===== src/spmbs_consts.svh =====
/*
  Constants of the serial port block: register indexes, field positions,
  reset values and timing counts.
  Assumes byte address = 4 * register index on a 32-bit APB.
*/
// Functional notes
// - baud timer select set: dedicated timer sets rate; doubler and timer2 selects ignored
// - baud timer select clear: rate from legacy timers and doubler setting
// - fraction divide value sits in bits 5..0 and resets to zero
// - bit 6 of fraction register has no function; writes have no effect
// - both mode select bits zero selects shift-register mode
// - shift mode: data in and out on receive pin, transmit pin gives clock
// - shift mode: bit rate is core clock over 12, eight bits per transfer
// - shift mode: buffer write starts transmission, eight bits LSB first on receive pin
// - shift mode: reception starts when receive enable is one and receive done zero
// - upper mode bit zero, lower one selects 8-bit asynchronous mode
// - async frame: zero start, eight data bits LSB first, one stop
// - async rate from timer overflow; transmit and receive may use different timers
// - async buffer write starts transmit; done flag set when stop bit leaves; here set as the stop bit starts
// - async receive starts on falling edge, continues only with valid start bit
// - enhanced option off: accept only if receive done flag zero at final pulse
// - frame check enabled: accept only if received stop bit is one
// - failed acceptance discards frame and leaves receive done flag unchanged
// - accepted frame: load buffer, stop bit into ninth bit flag, set done
// - overrun flag set when character arrives with receive done set; write zero clears
// - framing error flag tracks missing stop bit, updated on every frame
`ifndef SPMBS_CONSTS_SVH
`define SPMBS_CONSTS_SVH

`define SPMBS_IDX_POWER_CONTROL_REG 8'h87
`define SPMBS_IDX_SERIAL_CONTROL_REG 8'h98
`define SPMBS_IDX_SERIAL_BUFFER 8'h99
`define SPMBS_IDX_BFC 8'h9D
`define SPMBS_IDX_IBR 8'h9E
`define SPMBS_IDX_CFG 8'hAF
`define SPMBS_IDX_TIMER2_CONTROL_REG 8'hC8

`define SPMBS_BFC_SEL 7
`define SPMBS_IBR_OVR 7
`define SPMBS_POWER_CONTROL_REG_DBL 7
`define SPMBS_T2_RCLK 5
`define SPMBS_T2_TIMER2_TX_CLOCK_SELECT 4
`define SPMBS_CFG_ENH 0

`define SPMBS_RST_SERIAL_CONTROL_REG 8'h00
`define SPMBS_RST_BFC 7'h00
`define SPMBS_RST_IBR 7'h00
`define SPMBS_RST_BYTE 8'h00

`define SPMBS_M0_DIV 4'hB
`define SPMBS_M0_HIGH 4'h5
`define SPMBS_OVS_LAST 4'hF
`define SPMBS_OVS_MID 4'h7
`define SPMBS_BITS 4'h8
`define SPMBS_TX_STOP 4'h9
`define SPMBS_TX_END 4'hA

`endif


===== src/spmbs_pkg.sv =====
/*
  Types of the serial port block.
  Assumes spmbs_consts.svh for numeric constants.
*/
package spmbs_pkg;

  typedef enum logic [1:0] {TX_IDLE, TX_M0, TX_M1} spmbs_tx_state_type;
  typedef enum logic [1:0] {RX_IDLE, RX_START, RX_DATA, RX_M0}
    spmbs_rx_state_type;

  // serial control register layout, msb first
  typedef struct packed {
    logic mode_up;
    logic mode_lo;
    logic fchk;
    logic ren;
    logic tb8;
    logic rb8;
    logic ti;
    logic ri;
  } spmbs_serial_control_reg_type;

  typedef struct packed {
    logic sel;
    logic [5:0] frac;
  } spmbs_bfc_type;

  typedef struct packed {
    logic ovr;
    logic fe;
    logic [1:0] extended_divide_ratio;
    logic [2:0] div;
  } spmbs_ibr_type;

endpackage : spmbs_pkg


===== src/spmbs_top.sv =====
/*
  Serial port: shift-register mode and 8-bit asynchronous mode, with the
  dedicated fractional baud timer and legacy timer baud selection.
  Assumes timer overflow pulses on ref_clk and an APB master on ref_clk;
  the serial pins are asynchronous.
*/
// Decided for this implementation: the APB register port.
`timescale 1ns/1ps
`include "spmbs_consts.svh"

module spmbs_top #(
  parameter int ADDR_W = 12
) (
  // clock and reset
  input wire logic ref_clk,
  input wire logic rst_n,
  // apb slave
  input wire logic psel,
  input wire logic penable,
  input wire logic pwrite,
  input wire logic [ADDR_W-1:0] paddr,
  input wire logic [31:0] pwdata,
  output logic [31:0] prdata,
  output logic pready,
  output logic pslverr,
  // legacy timer overflow pulses
  input wire logic t1_ovf,
  input wire logic t2_ovf,
  // serial pins
  input wire logic rxd_in,
  output logic rxd_out,
  output logic rxd_oe,
  output logic txd
);

  function automatic logic hit(input logic [ADDR_W-1:0] a,
                               input logic [7:0] idx);
    hit = (a == ADDR_W'({idx, 2'b00}));
  endfunction : hit

  // picks the 16x oversample tick for one direction
  function automatic logic pick_tick(input logic use_bt, input logic bt,
                                     input logic use_t2, input logic t2,
                                     input logic t1);
    if (use_bt) begin
      pick_tick = bt;
    end else if (use_t2) begin
      pick_tick = t2;
    end else begin
      pick_tick = t1;
    end
  endfunction : pick_tick

  spmbs_pkg::spmbs_serial_control_reg_type serial_control_reg_q;
  spmbs_pkg::spmbs_bfc_type bfc_q;
  spmbs_pkg::spmbs_ibr_type ibr_q;
  spmbs_pkg::spmbs_tx_state_type tx_state_q;
  spmbs_pkg::spmbs_rx_state_type rx_state_q;
  logic [7:0] rxbuf_q;
  logic enh_q, dbl_q, timer2_tx_clock_select_q, rclk_q;
  logic [31:0] prdata_q, rd_d;
  logic mapped, access, wr_en;
  logic w_serial_control_reg, w_serial_buffer, w_bfc, w_ibr, w_cfg, w_power_control_reg, w_t2;
  logic rxd_s1_q, rxd_s2_q, rxd_prev_q;
  logic [9:0] bt_cnt_q, bt_limit;
  logic [5:0] bt_acc_q;
  logic [6:0] bt_sum;
  logic bt_extra_q, bt_tick;
  logic t1_half_q, t1_tick16, tx_tick16, rx_tick16;
  logic mode0, mode1;
  logic [3:0] m0_phase_q;
  logic m0_clk_q, m0_act, m0_end, m0_start;
  logic [9:0] tx_shift_q;
  logic [3:0] tx_div_q, tx_bits_q;
  logic tx_line_q, tx_bit_tick, ti_set;
  logic [7:0] rx_shift_q;
  logic [3:0] rx_div_q, rx_bits_q;
  logic rx_final, rx_accept, m0_rx_done, ri_set;

  // apb slave, zero wait states
  assign access = psel & penable;
  assign pready = 1'b1;
  assign wr_en = access & pwrite;
  assign w_serial_control_reg = wr_en & hit(paddr, `SPMBS_IDX_SERIAL_CONTROL_REG);
  assign w_serial_buffer = wr_en & hit(paddr, `SPMBS_IDX_SERIAL_BUFFER);
  assign w_bfc = wr_en & hit(paddr, `SPMBS_IDX_BFC);
  assign w_ibr = wr_en & hit(paddr, `SPMBS_IDX_IBR);
  assign w_cfg = wr_en & hit(paddr, `SPMBS_IDX_CFG);
  assign w_power_control_reg = wr_en & hit(paddr, `SPMBS_IDX_POWER_CONTROL_REG);
  assign w_t2 = wr_en & hit(paddr, `SPMBS_IDX_TIMER2_CONTROL_REG);
  assign pslverr = access & ~mapped;
  assign prdata = prdata_q;

  always_comb begin
    rd_d = 32'h0000_0000;
    mapped = 1'b1;
    if (hit(paddr, `SPMBS_IDX_SERIAL_CONTROL_REG)) begin
      rd_d[7:0] = serial_control_reg_q;
    end else if (hit(paddr, `SPMBS_IDX_SERIAL_BUFFER)) begin
      rd_d[7:0] = rxbuf_q;
    end else if (hit(paddr, `SPMBS_IDX_BFC)) begin
      rd_d[7:0] = {bfc_q.sel, 1'b0, bfc_q.frac};
    end else if (hit(paddr, `SPMBS_IDX_IBR)) begin
      rd_d[7:0] = {ibr_q.ovr, ibr_q.fe, 1'b0, ibr_q.extended_divide_ratio, ibr_q.div};
    end else if (hit(paddr, `SPMBS_IDX_CFG)) begin
      rd_d[`SPMBS_CFG_ENH] = enh_q;
    end else if (hit(paddr, `SPMBS_IDX_POWER_CONTROL_REG)) begin
      rd_d[`SPMBS_POWER_CONTROL_REG_DBL] = dbl_q;
    end else if (hit(paddr, `SPMBS_IDX_TIMER2_CONTROL_REG)) begin
      rd_d[`SPMBS_T2_RCLK] = rclk_q;
      rd_d[`SPMBS_T2_TIMER2_TX_CLOCK_SELECT] = timer2_tx_clock_select_q;
    end else begin
      mapped = 1'b0;
    end
  end

  // read data is captured in the setup phase
  always_ff @(posedge ref_clk) begin
    if (!rst_n) begin
      prdata_q <= 32'h0000_0000;
    end else if (psel && !penable && !pwrite) begin
      prdata_q <= rd_d;
    end
  end

  // configuration registers
  always_ff @(posedge ref_clk) begin
    if (!rst_n) begin
      bfc_q <= `SPMBS_RST_BFC;
      enh_q <= 1'b0;
      dbl_q <= 1'b0;
      timer2_tx_clock_select_q <= 1'b0;
      rclk_q <= 1'b0;
    end else begin
      if (w_bfc) begin
        bfc_q <= {pwdata[`SPMBS_BFC_SEL], pwdata[5:0]};
      end
      if (w_cfg) begin
        enh_q <= pwdata[`SPMBS_CFG_ENH];
      end
      if (w_power_control_reg) begin
        dbl_q <= pwdata[`SPMBS_POWER_CONTROL_REG_DBL];
      end
      if (w_t2) begin
        timer2_tx_clock_select_q <= pwdata[`SPMBS_T2_TIMER2_TX_CLOCK_SELECT];
        rclk_q <= pwdata[`SPMBS_T2_RCLK];
      end
    end
  end

  // integer baud register with overrun and framing flags
  always_ff @(posedge ref_clk) begin
    if (!rst_n) begin
      ibr_q <= `SPMBS_RST_IBR;
    end else begin
      if (w_ibr) begin
        ibr_q.extended_divide_ratio <= pwdata[4:3];
        ibr_q.div <= pwdata[2:0];
        if (!pwdata[`SPMBS_IBR_OVR]) begin
          ibr_q.ovr <= 1'b0;
        end
      end
      if (rx_final && serial_control_reg_q.ri) begin
        ibr_q.ovr <= 1'b1;
      end
      if (rx_final) begin
        ibr_q.fe <= ~rxd_s2_q;
      end
    end
  end

  // serial control: hardware sets win over software writes
  always_ff @(posedge ref_clk) begin
    if (!rst_n) begin
      serial_control_reg_q <= `SPMBS_RST_SERIAL_CONTROL_REG;
    end else begin
      if (w_serial_control_reg) begin
        serial_control_reg_q <= spmbs_pkg::spmbs_serial_control_reg_type'(pwdata[7:0]);
      end
      if (ri_set) begin
        serial_control_reg_q.ri <= 1'b1;
      end
      if (ti_set) begin
        serial_control_reg_q.ti <= 1'b1;
      end
      if (rx_accept) begin
        serial_control_reg_q.rb8 <= rxd_s2_q;
      end
    end
  end

  // receive pin synchroniser and edge history
  always_ff @(posedge ref_clk) begin
    if (!rst_n) begin
      rxd_s1_q <= 1'b1;
      rxd_s2_q <= 1'b1;
      rxd_prev_q <= 1'b1;
    end else begin
      rxd_s1_q <= rxd_in;
      rxd_s2_q <= rxd_s1_q;
      rxd_prev_q <= rxd_s2_q;
    end
  end

  // dedicated baud timer: (extended_divide_ratio+1)<<div cycles per tick, plus one
  // stretch cycle whenever the fraction accumulator wraps
  assign bt_limit = ((10'(ibr_q.extended_divide_ratio) + 10'h001) << ibr_q.div) - 10'h001;
  assign bt_sum = {1'b0, bt_acc_q} + {1'b0, bfc_q.frac};
  assign bt_tick = bfc_q.sel & ~bt_extra_q & (bt_cnt_q == bt_limit);

  always_ff @(posedge ref_clk) begin
    if (!rst_n || !bfc_q.sel) begin
      bt_cnt_q <= 10'h000;
      bt_acc_q <= 6'h00;
      bt_extra_q <= 1'b0;
    end else if (bt_extra_q) begin
      bt_extra_q <= 1'b0;
    end else if (bt_cnt_q == bt_limit) begin
      bt_cnt_q <= 10'h000;
      bt_acc_q <= bt_sum[5:0];
      bt_extra_q <= bt_sum[6];
    end else begin
      bt_cnt_q <= bt_cnt_q + 10'h001;
    end
  end

  // timer 1 gives 32 overflows per bit, or 16 with the doubler
  always_ff @(posedge ref_clk) begin
    if (!rst_n) begin
      t1_half_q <= 1'b0;
    end else if (t1_ovf) begin
      t1_half_q <= ~t1_half_q;
    end
  end

  assign t1_tick16 = t1_ovf & (dbl_q | t1_half_q);
  assign tx_tick16 = pick_tick(bfc_q.sel, bt_tick, timer2_tx_clock_select_q, t2_ovf,
                               t1_tick16);
  assign rx_tick16 = pick_tick(bfc_q.sel, bt_tick, rclk_q, t2_ovf,
                               t1_tick16);

  assign mode0 = ~serial_control_reg_q.mode_up & ~serial_control_reg_q.mode_lo;
  assign mode1 = ~serial_control_reg_q.mode_up & serial_control_reg_q.mode_lo;

  // shift-mode clock: 12 core cycles per bit, low half then high half
  assign m0_act = (tx_state_q == spmbs_pkg::TX_M0) ||
                  (rx_state_q == spmbs_pkg::RX_M0);
  assign m0_end = m0_act & (m0_phase_q == `SPMBS_M0_DIV);
  // a transfer about to start pulls the clock low for its first bit
  assign m0_start = mode0 && (tx_state_q == spmbs_pkg::TX_IDLE) &&
                    (rx_state_q == spmbs_pkg::RX_IDLE) &&
                    (w_serial_buffer || (serial_control_reg_q.ren && !serial_control_reg_q.ri));

  always_ff @(posedge ref_clk) begin
    if (!rst_n) begin
      m0_phase_q <= 4'h0;
      m0_clk_q <= 1'b1;
    end else if (!m0_act) begin
      m0_phase_q <= 4'h0;
      m0_clk_q <= ~m0_start;
    end else begin
      m0_phase_q <= m0_end ? 4'h0 : m0_phase_q + 4'h1;
      // after the eighth bit the clock returns high: no extra pulse
      m0_clk_q <= m0_end ? (ti_set | m0_rx_done)
                         : (m0_phase_q >= `SPMBS_M0_HIGH);
    end
  end

  // transmit pin: shift clock in mode 0, serial line in mode 1
  assign txd = m0_clk_q & tx_line_q;
  assign rxd_out = tx_shift_q[0];
  assign rxd_oe = (tx_state_q == spmbs_pkg::TX_M0);

  // transmitter
  assign tx_bit_tick = tx_tick16 & (tx_div_q == `SPMBS_OVS_LAST);
  assign ti_set = ((tx_state_q == spmbs_pkg::TX_M1) && tx_bit_tick &&
                   (tx_bits_q == `SPMBS_TX_STOP)) ||
                  ((tx_state_q == spmbs_pkg::TX_M0) && m0_end &&
                   (tx_bits_q == `SPMBS_BITS - 4'h1));

  always_ff @(posedge ref_clk) begin
    if (!rst_n) begin
      tx_div_q <= 4'h0;
    end else if (tx_tick16) begin
      tx_div_q <= tx_div_q + 4'h1;
    end
  end

  always_ff @(posedge ref_clk) begin
    if (!rst_n) begin
      tx_state_q <= spmbs_pkg::TX_IDLE;
      tx_shift_q <= 10'h3FF;
      tx_bits_q <= 4'h0;
      tx_line_q <= 1'b1;
    end else begin
      unique case (tx_state_q)
        spmbs_pkg::TX_IDLE: begin
          tx_bits_q <= 4'h0;
          tx_line_q <= 1'b1;
          if (w_serial_buffer && mode0 && rx_state_q == spmbs_pkg::RX_IDLE) begin
            tx_shift_q <= {2'b11, pwdata[7:0]};
            tx_state_q <= spmbs_pkg::TX_M0;
          end else if (w_serial_buffer && mode1) begin
            tx_shift_q <= {1'b1, pwdata[7:0], 1'b0};
            tx_state_q <= spmbs_pkg::TX_M1;
          end
        end
        spmbs_pkg::TX_M0: begin
          if (m0_end) begin
            tx_shift_q <= {1'b1, tx_shift_q[9:1]};
            tx_bits_q <= tx_bits_q + 4'h1;
            if (tx_bits_q == `SPMBS_BITS - 4'h1) begin
              tx_state_q <= spmbs_pkg::TX_IDLE;
            end
          end
        end
        spmbs_pkg::TX_M1: begin
          if (tx_bit_tick) begin
            if (tx_bits_q == `SPMBS_TX_END) begin
              tx_state_q <= spmbs_pkg::TX_IDLE;
            end else begin
              tx_line_q <= tx_shift_q[0];
              tx_shift_q <= {1'b1, tx_shift_q[9:1]};
              tx_bits_q <= tx_bits_q + 4'h1;
            end
          end
        end
        default: begin
          tx_state_q <= spmbs_pkg::TX_IDLE;
        end
      endcase
    end
  end

  // receiver
  assign rx_final = (rx_state_q == spmbs_pkg::RX_DATA) && rx_tick16 &&
                    (rx_div_q == `SPMBS_OVS_LAST) &&
                    (rx_bits_q == `SPMBS_BITS);
  assign rx_accept = rx_final && (enh_q || !serial_control_reg_q.ri) &&
                     (!serial_control_reg_q.fchk || rxd_s2_q);
  assign m0_rx_done = (rx_state_q == spmbs_pkg::RX_M0) && m0_end &&
                      (rx_bits_q == `SPMBS_BITS - 4'h1);
  assign ri_set = rx_accept | m0_rx_done;

  always_ff @(posedge ref_clk) begin
    if (!rst_n) begin
      rx_state_q <= spmbs_pkg::RX_IDLE;
      rx_shift_q <= `SPMBS_RST_BYTE;
      rx_div_q <= 4'h0;
      rx_bits_q <= 4'h0;
      rxbuf_q <= `SPMBS_RST_BYTE;
    end else begin
      unique case (rx_state_q)
        spmbs_pkg::RX_IDLE: begin
          rx_div_q <= 4'h0;
          rx_bits_q <= 4'h0;
          if (mode0 && serial_control_reg_q.ren && !serial_control_reg_q.ri &&
              tx_state_q == spmbs_pkg::TX_IDLE && !w_serial_buffer) begin
            rx_state_q <= spmbs_pkg::RX_M0;
          end else if (mode1 && serial_control_reg_q.ren && rxd_prev_q && !rxd_s2_q) begin
            rx_state_q <= spmbs_pkg::RX_START;
          end
        end
        spmbs_pkg::RX_M0: begin
          if (m0_end) begin
            rx_shift_q <= {rxd_s2_q, rx_shift_q[7:1]};
            rx_bits_q <= rx_bits_q + 4'h1;
            if (rx_bits_q == `SPMBS_BITS - 4'h1) begin
              rxbuf_q <= {rxd_s2_q, rx_shift_q[7:1]};
              rx_state_q <= spmbs_pkg::RX_IDLE;
            end
          end
        end
        spmbs_pkg::RX_START: begin
          if (!serial_control_reg_q.ren) begin
            rx_state_q <= spmbs_pkg::RX_IDLE;
          end else if (rx_tick16) begin
            rx_div_q <= rx_div_q + 4'h1;
            if (rx_div_q == `SPMBS_OVS_MID) begin
              rx_div_q <= 4'h0;
              // false start if the line is high again mid bit
              rx_state_q <= rxd_s2_q ? spmbs_pkg::RX_IDLE
                                     : spmbs_pkg::RX_DATA;
            end
          end
        end
        spmbs_pkg::RX_DATA: begin
          if (!serial_control_reg_q.ren) begin
            rx_state_q <= spmbs_pkg::RX_IDLE;
          end else if (rx_tick16) begin
            rx_div_q <= rx_div_q + 4'h1;
            if (rx_div_q == `SPMBS_OVS_LAST) begin
              if (rx_bits_q == `SPMBS_BITS) begin
                if (rx_accept) begin
                  rxbuf_q <= rx_shift_q;
                end
                rx_state_q <= spmbs_pkg::RX_IDLE;
              end else begin
                rx_shift_q <= {rxd_s2_q, rx_shift_q[7:1]};
                rx_bits_q <= rx_bits_q + 4'h1;
              end
            end
          end
        end
        default: begin
          rx_state_q <= spmbs_pkg::RX_IDLE;
        end
      endcase
    end
  end

endmodule : spmbs_top


===== config.mk =====
export PLATFORM = sky130hd
export DESIGN_NAME = spmbs_top
export DESIGN_NICKNAME = d
export VERILOG_FILES = /design/src/spmbs_pkg.sv /design/src/spmbs_top.sv
export VERILOG_INCLUDE_DIRS = /design/src
export SDC_FILE = /design/constraint.sdc
export NUM_CORES = 1
export LEC_CHECK = 0
export BUFFER_PORTS_ARGS = -buffer_cell sky130_fd_sc_hd__buf_2
export CORE_MARGIN = 2
export CORE_UTILIZATION = 53
export CTS_CLUSTER_SIZE = 16
export DETAILED_ROUTE_END_ITERATION = 12
export GPL_ROUTABILITY_DRIVEN = 0
export PLACE_DENSITY = 0.77
export SLEW_MARGIN = 5
export SYNTH_ARGS = -nofsm -noshare
export SYNTH_HDL_FRONTEND = slang
export SYNTH_SLANG_ARGS = --single-unit

===== constraint.sdc =====
create_clock -name ref_clk -period 3.3 [get_ports ref_clk]
set_input_delay 0.165 -clock ref_clk [delete_from_list [all_inputs] [get_ports ref_clk]]
set_output_delay 0.165 -clock ref_clk [all_outputs]
set_load 0.02 [all_outputs]

Word-level counts from Yosys, hierarchy flattened
Index checks and enable logic that the tools add are counted.
W data, S select, Z words.

storage, ports and cells
  register bits = 107
  input bits = 52
  output and inout bits = 37
  logic and storage cells = 285

cells by class
  $add $sub $neg = 9
  order comparisons = 1
  equal/unequal tests = 45
  shift-type cells = 1
  muxes and demuxes = 94
  bitwise logic cells = 31
  reduce and logical (&&, ||, !) cells = 66

operators with widths
  operator                 count
  $mux W8                  15
  $eq A12 B10 Y1 const B   7
  $mux W10                 6
  $mux W4                  13
  $mux W2                  22
  $pmux W4 S3              3
  $pmux W8 S2              2
  $pmux W10 S3             1
  $logic_and A1 B1 Y1      28
  $mux W1                  27
  $eq A4 B4 Y1 const B     6
  $add A4 B1 Y4 const B    5
  $and A1 B1 Y1            18
  $ne A2 B2 Y1 const B     9
  $reduce_and A8 Y1        2
  $reduce_and A5 Y1        3
  $ne A2 B1 Y1 const B     7
  $eq A4 B3 Y1 const B     3
  $reduce_and A6 Y1        2
  $reduce_bool A2 Y1       6
  $add A10 B1 Y10 const B  1
  $eq A10 B10 Y1           1
  $not A1 Y1               10
  $shl A3 B3 Y10           1
  other kinds (22)         49

Longest topological paths before layout
Gate-level depths: netlist of run 1.

  word-level depth = 17
  gate-level depth with buffers = 15
  depth with buffers taken out = 13

Worst setup path before layout of run 1
Ideal clock, no wire load.

  kind = reg2reg
  start = reg ibr_q[3] (netlist bit)
  end = reg tx_state_q[0]
  setup time = 72 ps
  data arrival time = 3189 ps
  required time = 3228 ps
  slack = 39 ps
  cell stages (with the launch flop) = 16
  path buffers = 2
  period minus slack after synthesis = 3261 ps
  cells stage by stage = dfxtp_1 ha_1 buf_2 nor2b_1 o211ai_1 ha_1 nand2_1 o21ai_0 a32oi_1 o21a_1 nor4_4 nand4b_4 buf_6 a211oi_2 o211a_1 mux2i_1

between the ends
  longest elaborated chain between the ends = 9

RTL lines
  element                      line              RTL
  start, declared              spmbs_top.sv:56   spmbs_pkg::spmbs_ibr_type ibr_q;
  start signal, assigned       spmbs_top.sv:154  ibr_q <= `SPMBS_RST_IBR;
  $add A2 B1 Y3                spmbs_top.sv:207  assign bt_limit = ((10'(ibr_q.extended_divide_ratio) + 10'h001) << ibr_q.div) - 10'h001;
  $shl A3 B3 Y10               spmbs_top.sv:207
  $sub A10 B1 Y10              spmbs_top.sv:207
  $eq A10 B10 Y1               spmbs_top.sv:209  assign bt_tick = bfc_q.sel & ~bt_extra_q & (bt_cnt_q == bt_limit);
  $and A1 B1 Y1                spmbs_top.sv:209
  $mux W1                      spmbs_top.sv:45   if (use_bt) begin
  $and A1 B1 Y1                spmbs_top.sv:275  assign tx_bit_tick = tx_tick16 & (tx_div_q == `SPMBS_OVS_LAST);
  $ne A2 B2 Y1 (no line)       --
  $reduce_and A5 Y1 (no line)  --
  end signal, assigned         spmbs_top.sv:291  tx_state_q <= spmbs_pkg::TX_IDLE;
  end signal, assigned         spmbs_top.sv:302  tx_state_q <= spmbs_pkg::TX_M0;
  end signal, assigned         spmbs_top.sv:305  tx_state_q <= spmbs_pkg::TX_M1;
  end, declared                spmbs_top.sv:57   spmbs_pkg::spmbs_tx_state_type tx_state_q;

No other way between the ends.
A chain may end at the register's enable or synchronous reset.

Worst setup path in the final report of run 1
  start = reg ibr_q[4] (netlist bit)
  end = reg tx_state_q[1]

Same word-level chain as after synthesis.

==> flow_summary.yaml, run 1 <==
outcome:
  outcome: "completed"
setup_path:
  arrival_ns: 3.47
  worstSetupPathType: "register to register"
  required_ns: 3.59
  startpoint_type: "register"
  critPathMaxFanout: 5
  crit_path_end_kind: "register"
final_layout:
  diodes: 0
  post_route_cells_drive_above_1_share_pct: 16.1
  final_nets: 890
  design_area_mm2: 0.00721
  instances_no_fill: 962
  area_growth_pct: 11.1
global_routing:
  grt_max_degree: 52
  grt_pass1_vias: 5361
  grt_pass1_wl_mm: 25.2
  track_usage_pct: 24.0
  grt_overflow: 0
  antenna_found_initial: 0
timing:
  worst_slack_ns: 0.119
  slew_viol_final: 0
  slew_headroom_pct: 41.1
  hold_viol: 0
  setup_viol: 0
  fin_crit_ns: 3.18
  timing.hold.ws_ns: 0.103
  final.setup.tns_ns: 0
  period_share_pct: 96.4
  fin_skew_ns: 0.0114
  tightest_slew_ns: 0.882
  fmax_ghz: 0.314
cts:
  cts_num_sinks: 106
  clock-root-buffer: "clkbuf_16"
  cts_tree: "done"
  insertion_delay_ns: 0.36
  cts.htree.levels: 3
  clockBufferDepth: 2
  cts_made_buffers: 9
  clkTransAtPathRegs_ns: 0.07
yosys:
  synth_warnings: 0
  synth_top_flop_cell: "dfxtp_1"
  ys_seq_area_share_pct: 32.7
  avgSynthCellArea_um2: 8.36
  synth_top_cell_area_share_pct: 32.7
  synth_xor_area_share_pct: 4.14
  synthArstFlopShare_pct: 0
  synth-edff-count: 0
  yosys.area_share.simple_pct: 23.0
  synth.area.mux_share_pct: 10.3
  ys_ff_latch: 106
  synth.distinct_cells: 78
  synth_commonest_cells: "106 x dfxtp_1, 84 x nor2_1, 75 x nand2_1"
  synth_cells: 776
  syn_area_mm2: 0.00649
  synth_top_family_by_area: "simple AND/OR/NAND/NOR gates"
  synth.area.top_cells: "dfxtp_1 33%, mux2i_1 9.6%, ha_1 5.2%"
  yosysMostFrequentCell: "dfxtp_1"
  synth_area_leader_cell: "dfxtp_1"
  synth_fa_ha_area_share_pct: 5.51
  synth-compound-area-share_pct: 17.1
job:
  drv_cap: 0
routing:
  drt_first_pass_iters: 6
  drc: 0
  wl_per_cell_um: 16.0
  drtIter0Drc: 389
  routed-via-count: 5617
  vias_per_cell: 5.84
  ant_nets: 0
  wl_mm: 15.4
power_and_ir_drop:
  p_per_area_mw_per_mm2: 358
  leakage_nw: 2.97
  swShare_pct: 24.2
  ir_drop_uv: 213
  p_int_mw: 1.95
  seq_power_share_pct: 50.1
  combPwrFrac_pct: 5.6
  p_clk_share_pct: 44.3
  switchingPower_mw: 0.624
min_path:
  hp-class: "input pin to register"
die:
  io_pins: 89
  die_area_mm2: 0.0131
  rows: 40
  initial_core_util_pct: 54.3
  die_w_um: 115
  die_h_um: 115
  coreArea_mm2: 0.0120
placement:
  pre_cts_ws_ns: -0.00653
  port-buffer-count: 39
  dp.cells: 945
  postPlaceCellArea_mm2: 0.00678
  place_hpwl_mm: 11.4
[sequential cells by signal, summed over array words and instances, names as in the netlist, 2 cells and up]
name / flops
bt_cnt_q: 10
tx_shift_q: 9
prdata: 8
rx_shift_q: 8
rxbuf_q: 8
serial_control_reg_q: 8
bfc_q: 7
ibr_q: 7
bt_acc_q: 6
m0_phase_q: 4
rx_bits_q: 4
rx_div_q: 4
tx_bits_q: 4
tx_div_q: 4
rx_state_q: 2
tx_state_q: 2
[per-stage QoR]
step	power [mW]	util [%]
2_1_floorplan	1.44	-
3_3_place_gp	1.46	56.7
3_5_place_dp	1.46	56.7
4_1_cts	2.60	59.5
5_1_grt	2.66	60.3
6_report	2.58	60.3
[worst paths after layout]
path | start | end | slack (ns) | cells after the start
hold / removal | t1_ovf | t1_half_q | 0.10 | 3
hold reg to reg | rxd_s1_q | rxd_s2_q | 0.41 | 1
setup reg to reg | ibr_q[4] | tx_state_q[1] | 0.12 | 14
setup / recovery | ibr_q[4] | tx_state_q[1] | 0.12 | 14
[cell families (layout without fill, tap and decap cells)]
| logic type | Yosys count | in the layout |
|---|---|---|
| AO/OA/AOI/OAI | 159 | 159 |
| flip-flops | 106 | 106 |
| adder cells (fa/ha/maj) | 28 | 28 |
| other | 2 | 25 |
| multiplexers | 66 | 66 |
| buffers and inverters | 94 | 110 |
| XOR/XNOR | 29 | 29 |
| AND/OR/NAND/NOR | 292 | 292 |
[critical path, cell delays in order, from the launching register on]
cell      delay (ns)
dfxtp_2         0.38
ha_4            0.21
nor2b_2         0.15
o211ai_1        0.33
ha_4            0.23
nor2b_1         0.18
a32oi_2         0.16
mux2i_1         0.21
xnor2_1         0.16
buf_4           0.18
nand4b_4        0.16
buf_6           0.17
a211oi_2        0.20
o211a_1         0.21
mux2i_1         0.20
[power by group through the flow]
stage	combinational (mW)	sequential [mW]	clock (mW)
after floorplan	0.109	1.33	0
after global placement	0.137	1.32	0
after detailed placement	0.140	1.32	0
after CTS	0.142	1.29	1.16
after global routing	0.158	1.29	1.21
final	0.144	1.29	1.14
[layer usage]
metal	track usage, %	wire length (µm)	part of all wire (%)	up-vias
met3	4.34	989	6.4	17
met5	0	0	0	-
li1	-	-	-	2772
met2	39.6	7210	47	192
met1	31.5	7020	45	2636
met4	8.46	220	1.4	0
[final cells by class]
type,count,area [µm²]
timing repair buffer,63,382
clock buffer,10,239
tap,147,184
clock inverter,6,83.8
sequential,106,2120
inverter,31,116
fill,1043,4750
multi-input combinational,599,4080
[cells in the final DEF (no fill, tap or decap), drive strengths merged, types with 6 or more instances in the layout]
cell type,count
nand4b,6
buf,62
a31oi,6
clkbuf,10
xor2,14
or2,6
ha,27
mux2i,62
or4,6
a21o,6
nand2b,9
xnor2,14
nor2,84
and2,8
a211oi,14
nor2b,15
and3,10
dfxtp,106
nand3,31
inv,33
o211ai,14
nor3,8
nand2,77
conb,25
o21ai,40
a21oi,36
[timing repair]
item	4_1_cts	5_1_grt
endpoints found under the setup margin	7	57
hold buffers	1	0
pin swaps	3	9
setup buffers	0	0
endpoints found under the hold margin	1	0
gates resized for setup	2	23
Power figures use the tool's default switching activity.
==> run 2, diff against run 1 <==
--- a/config.mk
+++ b/config.mk
@@ -12,7 +12,8 @@
 export CTS_CLUSTER_SIZE = 16
 export DETAILED_ROUTE_END_ITERATION = 12
 export GPL_ROUTABILITY_DRIVEN = 0
-export PLACE_DENSITY = 0.77
+export PLACE_DENSITY = 0.88
+export REMOVE_ABC_BUFFERS = 1
 export SLEW_MARGIN = 5
 export SYNTH_ARGS = -nofsm -noshare
 export SYNTH_HDL_FRONTEND = slang
==> run 2 against run 1 <==
  * Clock power increased by 17%
  * Sequential power is essentially flat
  * Global-route usage increased by 0.32 points
  * Combinational power is essentially flat
  * Non-clock buffer count increased by 8
  * Critical endpoint is now rx_shift_q[7]
  * Sequential cell count unchanged
  * Register-to-register slack worse by 0.02 ns
==> flow_summary.yaml, run 2 (synthesis gave the netlist of run 1 again) <==
die:
  die_area_mm2: 0.0131
  die_h_um: 115
  rows: 40
  io_pins: 89
  coreArea_mm2: 0.0120
  die_w_um: 115
  initial_core_util_pct: 54.3
final_layout:
  diodes: 0
  top_regs: "bt_cnt_q (10), tx_shift_q (9)"
  layout_commonest_cell: "dfxtp_1"
  post_route_cells_drive_above_1_share_pct: 17.1
  largest-register: "bt_cnt_q"
  layout_common_cells: "104 x dfxtp_1, 84 x nor2_1, 74 x nand2_1, 62 x mux2i_1, 39 x buf_2"
  area_growth_pct: 14.0
  fin_util_pct: 61.9
  final_nets: 898
  largest_register_ffs: 10
setup_path:
  cp_common_cell: "buf_12"
  startpoint_type: "register"
  critPathMaxFanout: 15
  arrival_ns: 3.48
  critPathTopFamily: "simple AND/OR/NAND/NOR gates"
  path_cells: "buf_8 > or4_4 > ha_4 > nor2b_2 > a32oi_2 > nor3_2 > nor4_4 > buf_4 > nand4b_4 > buf_6 > buf_12 > a21oi_4 > o21ai_4 > buf_12 > mux2i_1"
  max_stage_delay_ns: 0.44
  cp_slowest_cell: "or4_4"
  required_ns: 3.58
  worstSetupPathType: "register to register"
  cp_num_buf_inv: 5
  crit_path_end_kind: "register"
timing:
  fmax_ghz: 0.312
  setup_viol: 0
  rsz0062_at_grt: "true"
  hold_viol: 0
  fin_skew_ns: 0.0117
  period_share_pct: 97.1
  fin_crit_ns: 3.21
  tightest_slew_ns: 1.08
  slew_headroom_pct: 28.2
  slew_viol_final: 0
placement:
  place_hpwl_mm: 11.1
  port-buffer-count: 39
power_and_ir_drop:
  leakage_nw: 3.05
  p_total_mw: 2.77
  ir_drop_uv: 266
  p_per_area_mw_per_mm2: 374
cts:
  clkTransAtPathRegs_ns: 0.07
  clockBufferDepth: 2
  cts_made_buffers: 9
  insertion_delay_ns: 0.35
  cts_num_sinks: 106
  clock-root-buffer: "clkbuf_16"
  cts_tree: "done"
  cts.htree.levels: 3
routing:
  wl_per_cell_um: 16.8
  drc: 0
  wl_mm: 16.3
  drt_first_pass_iters: 6
  ant_nets: 0
  vias_per_cell: 6.00
  routed-via-count: 5824
  drtIter0Drc: 641
outcome:
  outcome: "completed"
global_routing:
  antenna_found_initial: 0
  grt_pass1_vias: 5329
  track_usage_pct: 24.3
  grt_overflow: 0
  grt_max_degree: 52
  grt_pass1_wl_mm: 25.6
min_path:
  hp-class: "input pin to register"
job:
  drv_cap: 0
[run 2: cell types whose count changed in the layout (fill, tap and decap cells not counted), moves of 2 or more]
cell and change:
buf_12 +3, buf_4 +2, buf_6 +2, bufinv_16 +3
nor2b_1 -2
[run 2: per-stage QoR]
stage | cell area [µm²] | cells | TNS [ns] | worst slack [ns] | hold WS, ns
floorplan | 6220 | 736 | -4.87 | -0.250 | 0.234
global placement | 6810 | 947 | 0 | 0.0240 | 0.364
detailed placement | 6810 | 947 | -0.359 | -0.0710 | 0.360
CTS | 7200 | 965 | 0 | 0.0444 | 0.0908
global route | 7400 | 970 | -0.0709 | -0.0224 | 0.105
finish | 7400 | 970 | 0 | 0.0947 | 0.0949
[run 2: layer usage]
| layer | up-vias | track usage, % | routed length (µm) | share of wire [%] |
|---|---|---|---|---|
| met3 | 39 | 4.02 | 1160 | 7.1 |
| met5 | - | 0 | 0 | 0 |
| met1 | 2732 | 32.6 | 7130 | 44 |
| met4 | 0 | 10.0 | 408 | 2.5 |
| met2 | 268 | 38.8 | 7630 | 47 |
| li1 | 2785 | - | - | - |
[run 2: what timing repair did]
item	4_1_cts	5_1_grt
resized for setup	3	30
pin swaps	1	14
hold buffers	1	0
endpoints found under the hold margin	1	0
setup endpoints to repair	12	42
setup buffers	1	5
[run 2: where the power goes]
part / switching [mW] / internal (mW)
Clock: 0.504 / 0.825
Combinational: 0.106 / 0.0403
Sequential: 0.00638 / 1.29
Total: 0.616 / 2.15
[run 2: final cells by class]
| cell class | instances | area (µm²) |
|---|---|---|
| Fill cell | 938 | 4560 |
| Inverter | 31 | 116 |
| Tap cell | 147 | 184 |
| Sequential cell | 106 | 2120 |
| Timing Repair Buffer | 71 | 494 |
| Clock buffer | 9 | 225 |
| Clock inverter | 7 | 146 |
| Multi-Input combinational cell | 599 | 4110 |
[run 2: final timing paths]
path	start	end	slack, ns	cells past startpoint
worst min register to register	rxd_s1_q	rxd_s2_q	0.41	1
worst min-delay path	t1_ovf	t1_half_q	0.09	3
worst max register to register	ibr_q[3]	rx_shift_q[7]	0.09	15
worst max-delay path	ibr_q[3]	rx_shift_q[7]	0.09	15
[run 2: worst reg2reg max path, stage by stage, from the launching register on]
cell	delay, ns
dfxtp_2	0.35
buf_8	0.15
or4_4	0.44
ha_4	0.21
nor2b_2	0.16
a32oi_2	0.23
nor3_2	0.09
nor4_4	0.26
buf_4	0.18
nand4b_4	0.18
buf_6	0.20
buf_12	0.13
a21oi_4	0.16
o21ai_4	0.08
buf_12	0.15
mux2i_1	0.17
